===== src/hw/fspr_pkg.sv =====
// Package: opcodes, register fields, reset values and state types
package fspr_pkg;
  // Opcodes that need the write latch
  localparam logic [7:0] OPC_PAGE_PROG = 8'h02;
  localparam logic [7:0] OPC_QPROG_A = 8'h32;
  localparam logic [7:0] OPC_QPROG_B = 8'h38;
  localparam logic [7:0] OPC_IR_PROG = 8'h62;
  localparam logic [7:0] OPC_SECT_A = 8'hD7;
  localparam logic [7:0] OPC_SECT_B = 8'h20;
  localparam logic [7:0] OPC_BLK32 = 8'h52;
  localparam logic [7:0] OPC_BLK64 = 8'hD8;
  localparam logic [7:0] OPC_CHIP_A = 8'hC7;
  localparam logic [7:0] OPC_CHIP_B = 8'h60;
  localparam logic [7:0] OPC_IR_ERASE = 8'h64;
  localparam logic [7:0] OPC_STAT_WR = 8'h01;
  localparam logic [7:0] OPC_FUNC_WR = 8'h42;
  localparam logic [7:0] OPC_NV_RP_WR = 8'h65;
  localparam logic [7:0] OPC_NV_ERP_WR = 8'h85;
  localparam logic [7:0] OPC_BOOT_WR = 8'h15;
  // Volatile read parameter writes, no latch needed
  localparam logic [7:0] OPC_V_RP_A = 8'hC0;
  localparam logic [7:0] OPC_V_RP_B = 8'h63;
  // Function register mask and reset values
  localparam logic [7:0] FN_OTP_MASK = 8'hF1;
  localparam logic [7:0] RP_RST = 8'h00;
  localparam logic [3:0] BP_RST = 4'h0;
  // Frame layout
  localparam logic [2:0] BYTES_ADDR = 3'h4;
  localparam logic [2:0] BYTES_DATA = 3'h2;
  localparam int BLK_LSB = 16;
  localparam int IR_ROW_LSB = 8;
  // Pin vector positions and idle levels
  localparam int PIN_SCK = 0;
  localparam int PIN_CS = 1;
  localparam int PIN_SI = 2;
  localparam int PIN_WP = 3;
  localparam int NUM_PINS = 4;
  localparam logic [3:0] PIN_IDLE = 4'hA;
  typedef enum logic [1:0] {FSPR_IDLE, FSPR_BUSY, FSPR_SUSP} fspr_state_t;
  typedef enum logic [1:0]
    {FSPR_OP_NONE, FSPR_OP_PROG, FSPR_OP_ERASE, FSPR_OP_REG} fspr_op_t;
endpackage


===== src/hw/fspr_top.sv =====
// Status and function register bank of a serial flash, fed by SPI pins
//
// How it works
// No latch: gated instructions rejected, nothing changes
// Latch-set instruction sets write latch flag
// Host sends latch-set before each gated instruction
// Volatile parameter writes ignore the write latch
// Latch-clear instruction clears write latch flag
// Gated operation completion clears write latch
// Program opcodes 02h, 32h, 38h, 62h gated
// Erase opcodes D7h,20h,52h,D8h,C7h,60h,64h gated
// Opcodes 01h, 42h, 65h gated
// Opcodes 85h and 15h gated
// Program or erase into protected block inhibited
// Codes 1-5 protect top 1..16 blocks
// Codes 6-9 all; codes A-E bottom blocks
// Whole erase only with protect level zero
// Lock set and protect pin low: ignore
// Status write allowed unlocked or pin high
// Quad select swaps pin roles to data lines
// Bit 0 moves reset to shared pin while quad select is clear
// Program suspend flag set and cleared
// Erase suspend flag set and cleared
// Info row lock bits refuse row programming
// One-time bits never return to zero
// Busy flag high during operation, low after
// Only latch instructions set write latch
// Read-only and reserved bits ignore writes
`timescale 1ns/1ps
module fspr_top
  import fspr_pkg::*;
#(
  parameter logic [7:0] LATCH_SET_OPC = 8'hA1,
  parameter logic [7:0] LATCH_CLEAR_OPC = 8'hA2,
  parameter logic [7:0] SUSPEND_OPC = 8'hA3,
  parameter logic [7:0] RESUME_OPC = 8'hA4,
  parameter logic [7:0] V_ERP_OPC = 8'hA5,
  parameter logic [15:0] OP_CYCLES = 16'h0040,
  parameter logic FUNC_B0_DEFAULT = 1'b0
)(
  input wire logic clk_sys_in,
  input wire logic reset_n_in,
  input wire logic sck_in,
  input wire logic cs_n_in,
  input wire logic si_in,
  input wire logic wp_n_in,
  output logic [7:0] status_out,
  output logic [7:0] function_out,
  output logic [7:0] read_param_out,
  output logic [7:0] ext_read_param_out,
  output logic [7:0] nv_read_param_out,
  output logic [7:0] nv_ext_read_param_out,
  output logic busy_out,
  output logic cmd_reject_out,
  output logic op_start_out,
  output logic [7:0] op_code_out,
  output logic [23:0] op_addr_out,
  output logic wp_pin_en_out,
  output logic pause_pin_en_out,
  output logic quad_data_en_out,
  output logic ded_reset_en_out,
  output logic shared_reset_en_out
);

  logic [NUM_PINS-1:0] pin_raw;
  logic [NUM_PINS-1:0] pin_f;
  logic [NUM_PINS-1:0] pin_prev_r;
  logic [7:0] shift_r;
  logic [2:0] bit_cnt_r;
  logic [2:0] byte_cnt_r;
  logic [7:0] opc_r;
  logic [7:0] data_r;
  logic [23:0] addr_r;
  fspr_state_t state_r, state_nxt;
  fspr_op_t kind_r, kind_nxt;
  logic [15:0] cnt_r;
  logic write_latch_flag_r, write_latch_flag_nxt;
  logic busy_flag_r;
  logic [3:0] bp_r;
  logic quad_select_r;
  logic status_lock_r;
  logic rst_dis_r;
  logic program_suspended_flag_r;
  logic erase_suspended_flag_r;
  logic [3:0] irl_r;
  logic [7:0] rp_r, erp_r, nv_rp_r, nv_erp_r;
  logic reject_r, op_start_r;
  logic [7:0] op_code_r;
  logic [23:0] op_addr_r;
  logic wp_en_r, pause_en_r, quad_en_r, ded_rst_r, shr_rst_r;

  // Pin synchronisers: three stages, value moves when stages 2 and 3 agree
  assign pin_raw = {wp_n_in, si_in, cs_n_in, sck_in};
  genvar gi;
  generate
    for (gi = 0; gi < NUM_PINS; gi++)
    begin : g_sync
      logic s1_r, s2_r, s3_r, f_r;
      always_ff @(posedge clk_sys_in or negedge reset_n_in)
      begin
        if (!reset_n_in)
        begin
          s1_r <= PIN_IDLE[gi];
          s2_r <= PIN_IDLE[gi];
          s3_r <= PIN_IDLE[gi];
          f_r <= PIN_IDLE[gi];
        end
        else
        begin
          s1_r <= pin_raw[gi];
          s2_r <= s1_r;
          s3_r <= s2_r;
          if (s2_r == s3_r)
            f_r <= s3_r;
        end
      end
      assign pin_f[gi] = f_r;
    end
  endgenerate

  // Edge detection on the filtered pins
  logic sck_rise, cs_fall, cs_rise, cs_low, wp_n, si_bit;
  logic [7:0] byte_new;
  logic byte_done;
  assign sck_rise = pin_f[PIN_SCK] & ~pin_prev_r[PIN_SCK];
  assign cs_fall = ~pin_f[PIN_CS] & pin_prev_r[PIN_CS];
  assign cs_rise = pin_f[PIN_CS] & ~pin_prev_r[PIN_CS];
  assign cs_low = ~pin_f[PIN_CS];
  assign wp_n = pin_f[PIN_WP];
  assign si_bit = pin_f[PIN_SI];
  assign byte_new = {shift_r[6:0], si_bit};
  assign byte_done = sck_rise & cs_low & (bit_cnt_r == 3'h7);

  always_ff @(posedge clk_sys_in or negedge reset_n_in)
  begin
    if (!reset_n_in)
      pin_prev_r <= PIN_IDLE;
    else
      pin_prev_r <= pin_f;
  end

  // Bit and byte counters; counting saturates past the address bytes
  always_ff @(posedge clk_sys_in or negedge reset_n_in)
  begin
    if (!reset_n_in)
    begin
      shift_r <= 8'h00;
      bit_cnt_r <= 3'h0;
      byte_cnt_r <= 3'h0;
    end
    else if (cs_fall)
    begin
      bit_cnt_r <= 3'h0;
      byte_cnt_r <= 3'h0;
    end
    else if (sck_rise && cs_low)
    begin
      shift_r <= byte_new;
      bit_cnt_r <= bit_cnt_r + 3'h1;
      if (byte_done && byte_cnt_r != BYTES_ADDR)
        byte_cnt_r <= byte_cnt_r + 3'h1;
    end
  end

  // Frame capture: opcode, then first data byte doubling as address MSB
  always_ff @(posedge clk_sys_in or negedge reset_n_in)
  begin
    if (!reset_n_in)
    begin
      opc_r <= 8'h00;
      data_r <= 8'h00;
      addr_r <= 24'h000000;
    end
    else if (byte_done)
    begin
      case (byte_cnt_r)
        3'h0: opc_r <= byte_new;
        3'h1:
        begin
          data_r <= byte_new;
          addr_r[23:16] <= byte_new;
        end
        3'h2: addr_r[15:8] <= byte_new;
        3'h3: addr_r[7:0] <= byte_new;
        default: ;
      endcase
    end
  end

  // Protect level decode to one block
  function automatic logic blk_protected(input logic [3:0] lvl,
                                         input logic [4:0] blk);
    logic hit;
    hit = 1'b0;
    case (lvl)
      // Top blocks protected
      4'h1: hit = (blk >= 5'h1F);
      4'h2: hit = (blk >= 5'h1E);
      4'h3: hit = (blk >= 5'h1C);
      4'h4: hit = (blk >= 5'h18);
      4'h5: hit = (blk >= 5'h10);
      // All, then bottom blocks
      4'h6, 4'h7, 4'h8, 4'h9: hit = 1'b1;
      4'hA: hit = (blk < 5'h10);
      4'hB: hit = (blk < 5'h08);
      4'hC: hit = (blk < 5'h04);
      4'hD: hit = (blk < 5'h02);
      4'hE: hit = (blk == 5'h00);
      default: hit = 1'b0;
    endcase
    return hit;
  endfunction

  // Opcode decode
  logic exec, idle, is_prog, is_irp, is_erase, is_chip, is_info_row_erase_cmd;
  logic is_stat_wr, is_func_wr, is_nvrp, is_nverp, is_boot, gated;
  logic has_addr, has_data, blk_prot, ir_locked, stat_locked, allowed;
  logic accept, latch_set, latch_clear, vol_rp_wr, vol_erp_wr;
  logic suspend, resume, op_done, mem_op;
  assign exec = cs_rise & (bit_cnt_r == 3'h0) & (byte_cnt_r != 3'h0);
  assign idle = (state_r == FSPR_IDLE);
  // Program opcodes gated
  assign is_prog = (opc_r == OPC_PAGE_PROG) | (opc_r == OPC_QPROG_A) |
                   (opc_r == OPC_QPROG_B);
  assign is_irp = (opc_r == OPC_IR_PROG);
  // Erase opcodes gated
  assign is_erase = (opc_r == OPC_SECT_A) | (opc_r == OPC_SECT_B) |
                    (opc_r == OPC_BLK32) | (opc_r == OPC_BLK64);
  assign is_chip = (opc_r == OPC_CHIP_A) | (opc_r == OPC_CHIP_B);
  assign is_info_row_erase_cmd = (opc_r == OPC_IR_ERASE);
  // Register write opcodes gated
  assign is_stat_wr = (opc_r == OPC_STAT_WR);
  assign is_func_wr = (opc_r == OPC_FUNC_WR);
  assign is_nvrp = (opc_r == OPC_NV_RP_WR);
  // Extended and boot writes gated
  assign is_nverp = (opc_r == OPC_NV_ERP_WR);
  assign is_boot = (opc_r == OPC_BOOT_WR);
  assign gated = is_prog | is_irp | is_erase | is_chip | is_info_row_erase_cmd |
                 is_stat_wr | is_func_wr | is_nvrp | is_nverp | is_boot;
  assign mem_op = is_prog | is_irp | is_erase | is_chip | is_info_row_erase_cmd;
  assign has_addr = (byte_cnt_r == BYTES_ADDR);
  assign has_data = (byte_cnt_r >= BYTES_DATA);
  assign blk_prot = blk_protected(bp_r, addr_r[BLK_LSB+4:BLK_LSB]);
  assign ir_locked = irl_r[addr_r[IR_ROW_LSB+1:IR_ROW_LSB]];
  assign stat_locked = status_lock_r & ~wp_n;

  // Permission per instruction class
  // Protection checks
  assign allowed = write_latch_flag_r & (
      ((is_prog | is_erase) & has_addr & ~blk_prot) |
      (is_irp & has_addr & ~ir_locked) |
      (is_info_row_erase_cmd & has_addr) |
      (is_chip & (bp_r == 4'h0)) |
      (is_stat_wr & has_data & ~stat_locked) |
      ((is_func_wr | is_nvrp | is_nverp | is_boot) & has_data));
  // Only granted when latch is set and device idle
  assign accept = exec & idle & gated & allowed;
  assign latch_set = exec & (opc_r == LATCH_SET_OPC) &
                     (state_r != FSPR_BUSY);
  assign latch_clear = exec & (opc_r == LATCH_CLEAR_OPC) &
                       (state_r != FSPR_BUSY);
  // Volatile writes skip the latch check
  assign vol_rp_wr = exec & has_data & (state_r != FSPR_BUSY) &
                     ((opc_r == OPC_V_RP_A) | (opc_r == OPC_V_RP_B));
  assign vol_erp_wr = exec & has_data & (state_r != FSPR_BUSY) &
                      (opc_r == V_ERP_OPC);
  assign suspend = exec & (opc_r == SUSPEND_OPC) &
                   (state_r == FSPR_BUSY) &
                   ((kind_r == FSPR_OP_PROG) | (kind_r == FSPR_OP_ERASE));
  assign resume = exec & (opc_r == RESUME_OPC) & (state_r == FSPR_SUSP);
  assign op_done = (state_r == FSPR_BUSY) & ~suspend & (cnt_r == 16'h0000);

  // Operation sequencer; suspend keeps the remaining count
  always_comb
  begin
    state_nxt = state_r;
    kind_nxt = kind_r;
    case (state_r)
      FSPR_IDLE:
        if (accept)
        begin
          state_nxt = FSPR_BUSY;
          if (is_prog | is_irp)
            kind_nxt = FSPR_OP_PROG;
          else if (mem_op)
            kind_nxt = FSPR_OP_ERASE;
          else
            kind_nxt = FSPR_OP_REG;
        end
      FSPR_BUSY:
        if (suspend)
          state_nxt = FSPR_SUSP;
        else if (op_done)
        begin
          state_nxt = FSPR_IDLE;
          kind_nxt = FSPR_OP_NONE;
        end
      FSPR_SUSP:
        if (resume)
          state_nxt = FSPR_BUSY;
      default:
      begin
        state_nxt = FSPR_IDLE;
        kind_nxt = FSPR_OP_NONE;
      end
    endcase
  end

  // Busy follows the sequencer
  always_ff @(posedge clk_sys_in or negedge reset_n_in)
  begin
    if (!reset_n_in)
    begin
      state_r <= FSPR_IDLE;
      kind_r <= FSPR_OP_NONE;
      cnt_r <= 16'h0000;
      busy_flag_r <= 1'b0;
    end
    else
    begin
      state_r <= state_nxt;
      kind_r <= kind_nxt;
      busy_flag_r <= (state_nxt == FSPR_BUSY);
      if (accept)
        cnt_r <= OP_CYCLES - 16'h0001;
      else if (state_r == FSPR_BUSY && !suspend && cnt_r != 16'h0000)
        cnt_r <= cnt_r - 16'h0001;
    end
  end

  // Latch: set wins over any clear
  assign write_latch_flag_nxt = latch_set ? 1'b1 :
                                (latch_clear | op_done) ? 1'b0 :
                                write_latch_flag_r;

  // Suspend flags: one instruction per frame, so set and clear never meet
  always_ff @(posedge clk_sys_in or negedge reset_n_in)
  begin
    if (!reset_n_in)
    begin
      write_latch_flag_r <= 1'b0;
      program_suspended_flag_r <= 1'b0;
      erase_suspended_flag_r <= 1'b0;
    end
    else
    begin
      write_latch_flag_r <= write_latch_flag_nxt;
      // Program suspend flag
      if (suspend && kind_r == FSPR_OP_PROG)
        program_suspended_flag_r <= 1'b1;
      else if (resume && kind_r == FSPR_OP_PROG)
        program_suspended_flag_r <= 1'b0;
      // Erase suspend flag
      if (suspend && kind_r == FSPR_OP_ERASE)
        erase_suspended_flag_r <= 1'b1;
      else if (resume && kind_r == FSPR_OP_ERASE)
        erase_suspended_flag_r <= 1'b0;
    end
  end

  // Register contents; new values take effect as the write starts
  always_ff @(posedge clk_sys_in or negedge reset_n_in)
  begin
    if (!reset_n_in)
    begin
      bp_r <= BP_RST;
      quad_select_r <= 1'b0;
      status_lock_r <= 1'b0;
      rst_dis_r <= FUNC_B0_DEFAULT;
      irl_r <= 4'h0;
      rp_r <= RP_RST;
      erp_r <= RP_RST;
      nv_rp_r <= RP_RST;
      nv_erp_r <= RP_RST;
    end
    else
    begin
      if (accept && is_stat_wr)
      begin
        bp_r <= data_r[5:2];
        quad_select_r <= data_r[6];
        status_lock_r <= data_r[7];
      end
      // One-time bits only OR in; other bits masked
      if (accept && is_func_wr)
      begin
        rst_dis_r <= rst_dis_r | (data_r[0] & FN_OTP_MASK[0]);
        irl_r <= irl_r | (data_r[7:4] & FN_OTP_MASK[7:4]);
      end
      if (accept && is_nvrp)
        nv_rp_r <= data_r;
      if (accept && is_nverp)
        nv_erp_r <= data_r;
      if (vol_rp_wr)
        rp_r <= data_r;
      if (vol_erp_wr)
        erp_r <= data_r;
    end
  end

  // Array request and reject pulses, plus pin role selection
  always_ff @(posedge clk_sys_in or negedge reset_n_in)
  begin
    if (!reset_n_in)
    begin
      reject_r <= 1'b0;
      op_start_r <= 1'b0;
      op_code_r <= 8'h00;
      op_addr_r <= 24'h000000;
      wp_en_r <= 1'b1;
      pause_en_r <= 1'b1;
      quad_en_r <= 1'b0;
      ded_rst_r <= 1'b1;
      shr_rst_r <= 1'b0;
    end
    else
    begin
      reject_r <= exec & gated & ~accept;
      op_start_r <= accept & mem_op;
      if (accept && mem_op)
      begin
        op_code_r <= opc_r;
        op_addr_r <= addr_r;
      end
      // Quad select takes both pins as data lines
      wp_en_r <= ~quad_select_r;
      pause_en_r <= ~quad_select_r;
      quad_en_r <= quad_select_r;
      // Reset function moves to the shared pin while quad select is clear
      ded_rst_r <= ~rst_dis_r;
      shr_rst_r <= rst_dis_r & ~quad_select_r;
    end
  end

  // Outputs, all from flip-flops; bit 1 of function reads zero
  assign status_out = {status_lock_r, quad_select_r, bp_r,
                       write_latch_flag_r, busy_flag_r};
  assign function_out = {irl_r, erase_suspended_flag_r,
                         program_suspended_flag_r, 1'b0, rst_dis_r};
  assign read_param_out = rp_r;
  assign ext_read_param_out = erp_r;
  assign nv_read_param_out = nv_rp_r;
  assign nv_ext_read_param_out = nv_erp_r;
  assign busy_out = busy_flag_r;
  assign cmd_reject_out = reject_r;
  assign op_start_out = op_start_r;
  assign op_code_out = op_code_r;
  assign op_addr_out = op_addr_r;
  assign wp_pin_en_out = wp_en_r;
  assign pause_pin_en_out = pause_en_r;
  assign quad_data_en_out = quad_en_r;
  assign ded_reset_en_out = ded_rst_r;
  assign shared_reset_en_out = shr_rst_r;
endmodule // fspr_top


===== config.mk =====
export PLATFORM = sky130hd
export DESIGN_NAME = fspr_top
export DESIGN_NICKNAME = d
export VERILOG_FILES = /design/src/hw/fspr_pkg.sv /design/src/hw/fspr_top.sv
export SDC_FILE = /design/constraint.sdc
export NUM_CORES = 1
export LEC_CHECK = 0
export BUFFER_PORTS_ARGS = -buffer_cell sky130_fd_sc_hd__clkbuf_2
export CORE_ASPECT_RATIO = 0.8
export CORE_MARGIN = 4
export CORE_UTILIZATION = 32
export CTS_CLUSTER_DIAMETER = 120
export DETAILED_ROUTE_END_ITERATION = 8
export HOLD_SLACK_MARGIN = 0.03
export PLACE_DENSITY = 0.48
export REMOVE_ABC_BUFFERS = 1
export SYNTH_ARGS = -nofsm -noshare
export SYNTH_HDL_FRONTEND = slang
export SYNTH_SLANG_ARGS = --single-unit

===== constraint.sdc =====
create_clock -name clk_sys_in -period 2.55 [get_ports clk_sys_in]
set_input_delay 0.1275 -clock clk_sys_in [delete_from_list [all_inputs] [get_ports clk_sys_in]]
set_output_delay 0.1275 -clock clk_sys_in [all_outputs]
set_load 0.01 [all_outputs]

==> metrics.md, run 1 <==
| Metric | Value |
|---|---|
| Status | `finished, violations left` |
| Failing checks | `setup timing` |
| Gr usage total | `0.1550` |
| Yosys top cell area share | `0.5254` |
| Avg Inst Size Synth | `13.30 sq um` |
| Crit path launch type | `flop` |
| Port-buffer cells | `92` |
| Layout Utilization | `0.4404` |
| Core area | `22750 sq um` |
| EDFF count, synth | `0` |
| Flop pwr share | `0.503` |
| CTS tree | `done` |
| Area contributors post-synth | `dfrtp_1, mux2_2, mux2_4` |
| Max VDD drop | `0.4264 mV` |
| Most common cell after layout, fill and taps aside | `dfrtp_1` |
| Crit path kind | `reg -> reg` |
| DPL Wire Length | `13310 um` |
| Ys async rst share | `1.000` |
| Largest net degree at the start of global routing | `64` |
| Slew HR | `0.6093` |
| Hold Vio Cnt, Final | `0` |
| Total negative slack | `-0.7517 ns` |
| PnR worst setup slack | `-0.04626 ns` |
| Pwr Total | `5.712 mW` |
| Vias in the first global route | `5499` |
| Min-delay worst type | `in -> async` |
| Row count | `49` |
| Total CTS buffers | `17` |
| Avg WL per Cell | `17.74 um` |
| Leak | `4.996 nW` |
| Placed Area | `8960 sq um` |
| Final net count | `780` |
| Routed vias | `5102` |
| Combinational share of power | `0.042` |
| Synth unique cells | `71` |
| RSZ-0062 raised after global routing | `yes` |
| H-Tree Depth | `4` |
| Initial Util | `0.3287` |
| First-pass GRT wire length | `30830 um` |
| Synthesis-to-layout area growth | `33.97%` |
| Ys Warns | `0` |
| Switching Fraction | `0.2416` |
| Least-Margin Pin Slew | `0.5860 ns` |
| Clock skew | `0.009764 ns` |
| Switch Pwr | `1.380 mW` |
| # clock sinks | `168` |
| Seq/Total Area, Yosys | `0.5641` |
| Period utilization | `1.018` |
| Mapped Cells | `562` |
| WL final | `19200 um` |
| Critical path endpoint category | `flop` |
| Clock Latency Late Sink | `0.43 ns` |
| Crit Path Max Fanout | `11` |
| Vias/cell | `4.715` |
| Die Height | `144.7 um` |
| Placer Congestion | `0.8165` |
| Die Width | `178.9 um` |
| Final setup viols | `33` |
| Final ANT Viol Nets | `0` |
| CP Data Arrival Time | `2.91 ns` |
| Number of remaining DRC errors | `0` |
| Top FF cell, synth | `dfrtp_1` |
| Max Cap Violations | `0` |
| Die Footprint | `25890 sq um` |
| Overflow after GRT | `0` |
| Max Slew Vio Count | `0` |
| Ant diodes | `0` |
| Design internal power | `4.332 mW` |
| Io pins | `94` |
| Final min period | `2.596 ns` |
| Data required, critical path | `2.86 ns` |
| Final instance area | `10020 sq um` |
| DRT iter0 DRCs | `236` |
| Layout cell share with drive strength beyond 1 | `0.5129` |
| Most used cells in the layout excluding fill and tap cells | `dfrtp_1, buf_4, clkbuf_2` |
| Clock buffer depth | `2` |
| Fmax achieved | `385.2 MHz` |
| Clock root buffer | `clkbuf_16` |
| Cell taking the most area after synthesis | `dfrtp_1` |
| Initial antenna violation count | `0` |
| Clock Power Share | `0.456` |
| Drt first pass iters | `4` |
| Yosys reg bits | `168` |
| Power per Cell Area | `570.2 nW/um^2` |
| CTS clk-pin slew, worst paths | `0.07 ns` |
| Post-Synthesis Cell Area | `7477 sq um` |
[flip-flops by register name, indices dropped and copies added (netlist names), 7 cells and up]
signal,cells
cnt_r,16
ext_read_param_out,8
opc_r,8
nv_read_param_out,8
shift_r,7
read_param_out,8
nv_ext_read_param_out,8
addr_r,24
op_code_out,8
op_addr_out,24
[critical path: stages (launching register included)]
cell,delay (ns)
dfrtp_2,0.44
or4b_4,0.59
or4_4,0.42
nand4_1,0.17
nor3_4,0.07
nor3_4,0.15
buf_12,0.17
buf_16,0.16
mux2_4,0.31
[cell usage after synthesis, types with 8 or more instances]
cell type  number
nand2b_1       10
mux2_4         27
xor2_1         11
mux2_2         79
nand2_1        24
dfrtp_1       157
nor2_1         29
buf_2           9
nor3_1         14
ha_1           11
nor2b_1         8
dfstp_2        11
inv_1          18
o21ai_0        12
buf_4          13
[power by group through the flow]
stage | Clock [mW] | Sequential [mW] | Combinational [mW]
floorplan | 0 | 2.85 | 0.0940
global placement | 0 | 2.93 | 0.217
detailed placement | 0 | 2.93 | 0.225
CTS | 2.69 | 2.87 | 0.233
global route | 2.80 | 2.88 | 0.271
finish | 2.60 | 2.87 | 0.238
[path summary, 6_finish.rpt]
path                                     startpoint                           to  slack, ns  cells after the start
max                            opc_r[2]$_DFFE_PN0P_  op_addr_out[15]$_DFFE_PN0P_      -0.05                      8
max reg2reg                    opc_r[2]$_DFFE_PN0P_  op_addr_out[15]$_DFFE_PN0P_      -0.05                      8
min in group clk_sys_in                     wp_n_in     g_sync[3].s1_r$_DFF_PN1_       0.33                      2
max in group asynchronous                reset_n_in   pause_pin_en_out$_DFF_PN1_       1.54                      3
min                                      reset_n_in     g_sync[0].s2_r$_DFF_PN0_       0.25                      2
min reg2reg                g_sync[0].s1_r$_DFF_PN0_     g_sync[0].s2_r$_DFF_PN0_       0.35                      0
[timing repair]
| item | 4_1_cts | 5_1_grt |
|---|---|---|
| hold buffers | 5 | 0 |
| cloned | 1 | 2 |
| endpoints found under the setup margin | 80 | 96 |
| buffers inserted | 3 | 7 |
| pin swaps | 2 | 14 |
| endpoints found under the hold margin | 60 | 0 |
| gates resized for setup | 12 | 52 |
[stage by stage]
stage / std cells / setup slack, ns / hold WS, ns
CTS: 1074 / -0.09299 / 0.2647
detailed placement: 1033 / -0.3020 / 0.1621
finish: 1082 / -0.04626 / 0.2500
global route: 1082 / -0.1274 / 0.2895
floorplan: 531 / -0.8923 / -0.1681
global placement: 1033 / -0.2828 / 0.1535
[cells by family (layout without fill, tap and decap cells)]
family                   count (synthesis)  after routing  synth area share
flip-flops                             168            168            0.5641
multiplexers                           111            111            0.1821
other                                    1              1         0.0005015
AO/OA/AOI/OAI                           52             52           0.05389
XOR/XNOR                                17             17           0.01991
AND/OR/NAND/NOR                        149            150            0.1170
buffers and inverters                   49            262           0.03882
adder cells (fa/ha/maj)                 15             15           0.02376
[final cells by class]
cell class | instances | area [sq um]
fillers | 2119 | 12730
inverters | 18 | 67.56
flip-flops and latches | 168 | 4223
multi-input cells | 346 | 3201
well taps | 306 | 382.9
repair buffers | 212 | 1553
clock inverters | 14 | 161.4
clock buffers | 18 | 429.2
[metal layers]
metal / GRT usage / vias up / wire (um)
li1: - / 2408 / -
met1: 0.2221 / 2578 / 9390
met2: 0.2346 / 103 / 8718
met3: 0.04338 / 13 / 940
met4: 0.03714 / 0 / 151
met5: 0 / - / 0
Note: power is estimated with default switching activity, not from simulation.
==> run 2, diff against run 1 <==
--- a/config.mk
+++ b/config.mk
@@ -9,6 +9,7 @@
 export CORE_ASPECT_RATIO = 0.8
 export CORE_MARGIN = 4
 export CORE_UTILIZATION = 32
+export CTS_BUF_LIST = sky130_fd_sc_hd__clkbuf_8
 export CTS_CLUSTER_DIAMETER = 120
 export DETAILED_ROUTE_END_ITERATION = 8
 export HOLD_SLACK_MARGIN = 0.03
==> constraint.sdc (replaced) <==
create_clock -name clk_sys_in -period 2.25 [get_ports clk_sys_in]
set_input_delay 0.1125 -clock clk_sys_in [delete_from_list [all_inputs] [get_ports clk_sys_in]]
set_output_delay 0.1125 -clock clk_sys_in [all_outputs]
set_load 0.01 [all_outputs]
==> metrics.md, run 2 (synthesis gave the netlist of run 1 again) <==
| Metric | Value |
|---|---|
| Final min period | `2.613 ns (+0.01670 ns)` |
| CTS tree | `done` |
| Status | `finished, violations left` |
| Max VDD drop | `0.5413 mV (+27%)` |
| Core area | `22750 sq um (unchanged)` |
| Data required, critical path | `2.61 ns (-0.25 ns)` |
| Critical path endpoint category | `flop` |
| Crit. Startpoint | `opc_r[2]$_DFFE_PN0P_` |
| Initial Util | `0.3287 (unchanged)` |
| Final Instance Count excl. Fillers | `1104 (+2.0%)` |
| Drt first pass iters | `4 (unchanged)` |
| # clock sinks | `168 (unchanged)` |
| Die Height | `144.7 um (unchanged)` |
| Tightest hold margin | `0.09803 ns (-0.1520 ns)` |
| Most used cells in the layout excluding fill and tap cells | `dfrtp_1, buf_4, clkbuf_2` |
| Most common cell after layout, fill and taps aside | `dfrtp_1` |
| Vias in the first global route | `5514 (+0.27%)` |
| Clock buffer depth | `2 (unchanged)` |
| Crit path to | `op_addr_out[2]$_DFFE_PN0P_` |
| Synthesis-to-layout area growth | `36.26%` |
| Die Width | `178.9 um (unchanged)` |
| Period utilization | `1.161 (+0.1432)` |
| Leak | `5.072 nW (+1.5%)` |
| Pwr Total | `5.741 mW (+0.52%)` |
| WL final | `19840 um (+3.3%)` |
| Slack of the worst reg-to-reg path | `-0.36 ns (-0.32 ns)` |
| CTS clk-pin slew, worst paths | `0.10 ns (+0.03 ns)` |
| Min-delay worst type | `in -> async` |
| Critical R2R Launch | `opc_r[2]$_DFFE_PN0P_` |
| Placed Area | `9050 sq um (+1.0%)` |
| Vias/cell | `4.757 (+0.89%)` |
| Final instance area | `10190 sq um (+1.7%)` |
| Placer Congestion | `0.7973 (-2.4%)` |
| DPL Wire Length | `13500 um (+1.5%)` |
| H-Tree Depth | `4 (unchanged)` |
| Layout cell share with drive strength beyond 1 | `0.5526 (+0.03974)` |
| CP Data Arrival Time | `2.97 ns (+0.06 ns)` |
| Crit path launch type | `flop` |
| Total negative slack | `-21.80 ns (-21.04 ns)` |
| Failing checks | `setup timing` |
| Gr usage total | `0.1571 (+0.002037)` |
| Crit path kind | `reg -> reg` |
| Final net count | `802 (+2.8%)` |
| Worst slack, placed | `-0.4567 ns (-0.1547 ns)` |
| Least-Margin Pin Slew | `0.6927 ns (+0.1067 ns)` |
| Placed Instances | `1045 (+1.2%)` |
| Layout Utilization | `0.4479 (+0.007536)` |
| Number of remaining DRC errors | `0 (unchanged)` |
| Slew HR | `0.5317 (-0.07761)` |
| Max Cap Violations | `0 (unchanged)` |
| Final ANT Viol Nets | `0 (unchanged)` |
| Die Footprint | `25890 sq um (unchanged)` |
| Row count | `49 (unchanged)` |
| Total CTS buffers | `17 (unchanged)` |
| Worst R2R Path Depth | `8 (unchanged)` |
| Avg WL per Cell | `17.97 um (+1.3%)` |
| Fmax achieved | `382.7 MHz (-0.64%)` |
| Initial antenna violation count | `0 (unchanged)` |
| Io pins | `94 (unchanged)` |
| DRT iter0 DRCs | `250 (+5.9%)` |
| Port-buffer cells | `92 (unchanged)` |
| Max Slew Vio Count | `0 (unchanged)` |
| Clock skew | `0.01985 ns (+0.01008 ns)` |
| Overflow after GRT | `0 (unchanged)` |
| Routed vias | `5252 (+2.9%)` |
| Largest net degree at the start of global routing | `74 (+16%)` |
| RSZ-0062 raised after global routing | `yes` |
| Ant diodes | `0 (unchanged)` |
| Final setup viols | `90 (+170%)` |
| Crit Path Max Fanout | `8 (-3)` |
| Power per Cell Area | `563.5 nW/um^2 (-1.2%)` |
| First-pass GRT wire length | `31190 um (+1.2%)` |
| Clock Latency Late Sink | `0.47 ns (+0.04 ns)` |
| R2R Path End | `op_addr_out[2]$_DFFE_PN0P_` |
| Clock root buffer | `clkbuf_8` |
| Hold Vio Cnt, Final | `0 (unchanged)` |
| PnR worst setup slack | `-0.3630 ns (-0.3167 ns)` |
run 2: cell types whose count changed in the layout (fill, tap and decap cells not counted), sizes merged:
cell    before  now
clkbuf     110  109
buf        115  137
inv         25   26
run 2: routing by layer:
layer / track usage / vias up / wire, um
met1: 0.2262 / 2694 / 9693
met2: 0.2417 / 102 / 9036
met3: 0.03688 / 22 / 848
met4: 0.03755 / 0 / 257
met5: 0 / - / 0
li1: - / 2434 / -
run 2: worst max-delay path: stages, from the launching register on:
cell	delay (ns)
dfrtp_1	0.44
or4b_4	0.56
or4_4	0.42
nand4_1	0.17
nor3_4	0.07
nor3_4	0.17
buf_12	0.17
clkbuf_16	0.18
mux2_4	0.30
run 2: where the power goes:
part | switching [mW] | total [mW] | internal [mW]
Combinational | 0.137 | 0.278 | 0.141
Sequential | 0.143 | 3.25 | 3.11
Clock | 1.20 | 2.21 | 1.01
Total | 1.48 | 5.74 | 4.26
run 2: what timing repair did:
item / 4_1_cts / 5_1_grt
endpoints found under the hold margin: 161 / 0
pin swaps: 29 / 10
hold buffers: 5 / 0
setup endpoints to repair: 100 / 100
setup buffers: 12 / 9
gates resized for setup: 85 / 33
gates cloned: 3 / 1
run 2: final cells by class:
class,count,area (sq um)
clock buffers,17,234.0
clock inverters,15,165.2
fillers,2095,12560
inverters,18,67.56
multi-input cells,346,3343
flip-flops and latches,168,4224
well taps,306,382.9
repair buffers,234,1772
run 2: worst min-delay path by stage:
stage	slack [ns]	endpoint	startpoint	cells after the start
2_1_floorplan	-0.18	addr_r[0]$_DFFE_PN0P_	reset_n_in	0
3_3_place_gp	0.02	g_sync[0].s1_r$_DFF_PN0_	reset_n_in	1
3_5_place_dp	0.03	g_sync[0].s1_r$_DFF_PN0_	reset_n_in	1
4_1_cts	0.09	g_sync[0].s1_r$_DFF_PN0_	reset_n_in	2
6_report	0.1	g_sync[2].s2_r$_DFF_PN0_	reset_n_in	2
5_1_grt	0.09	g_sync[2].s2_r$_DFF_PN0_	reset_n_in	2
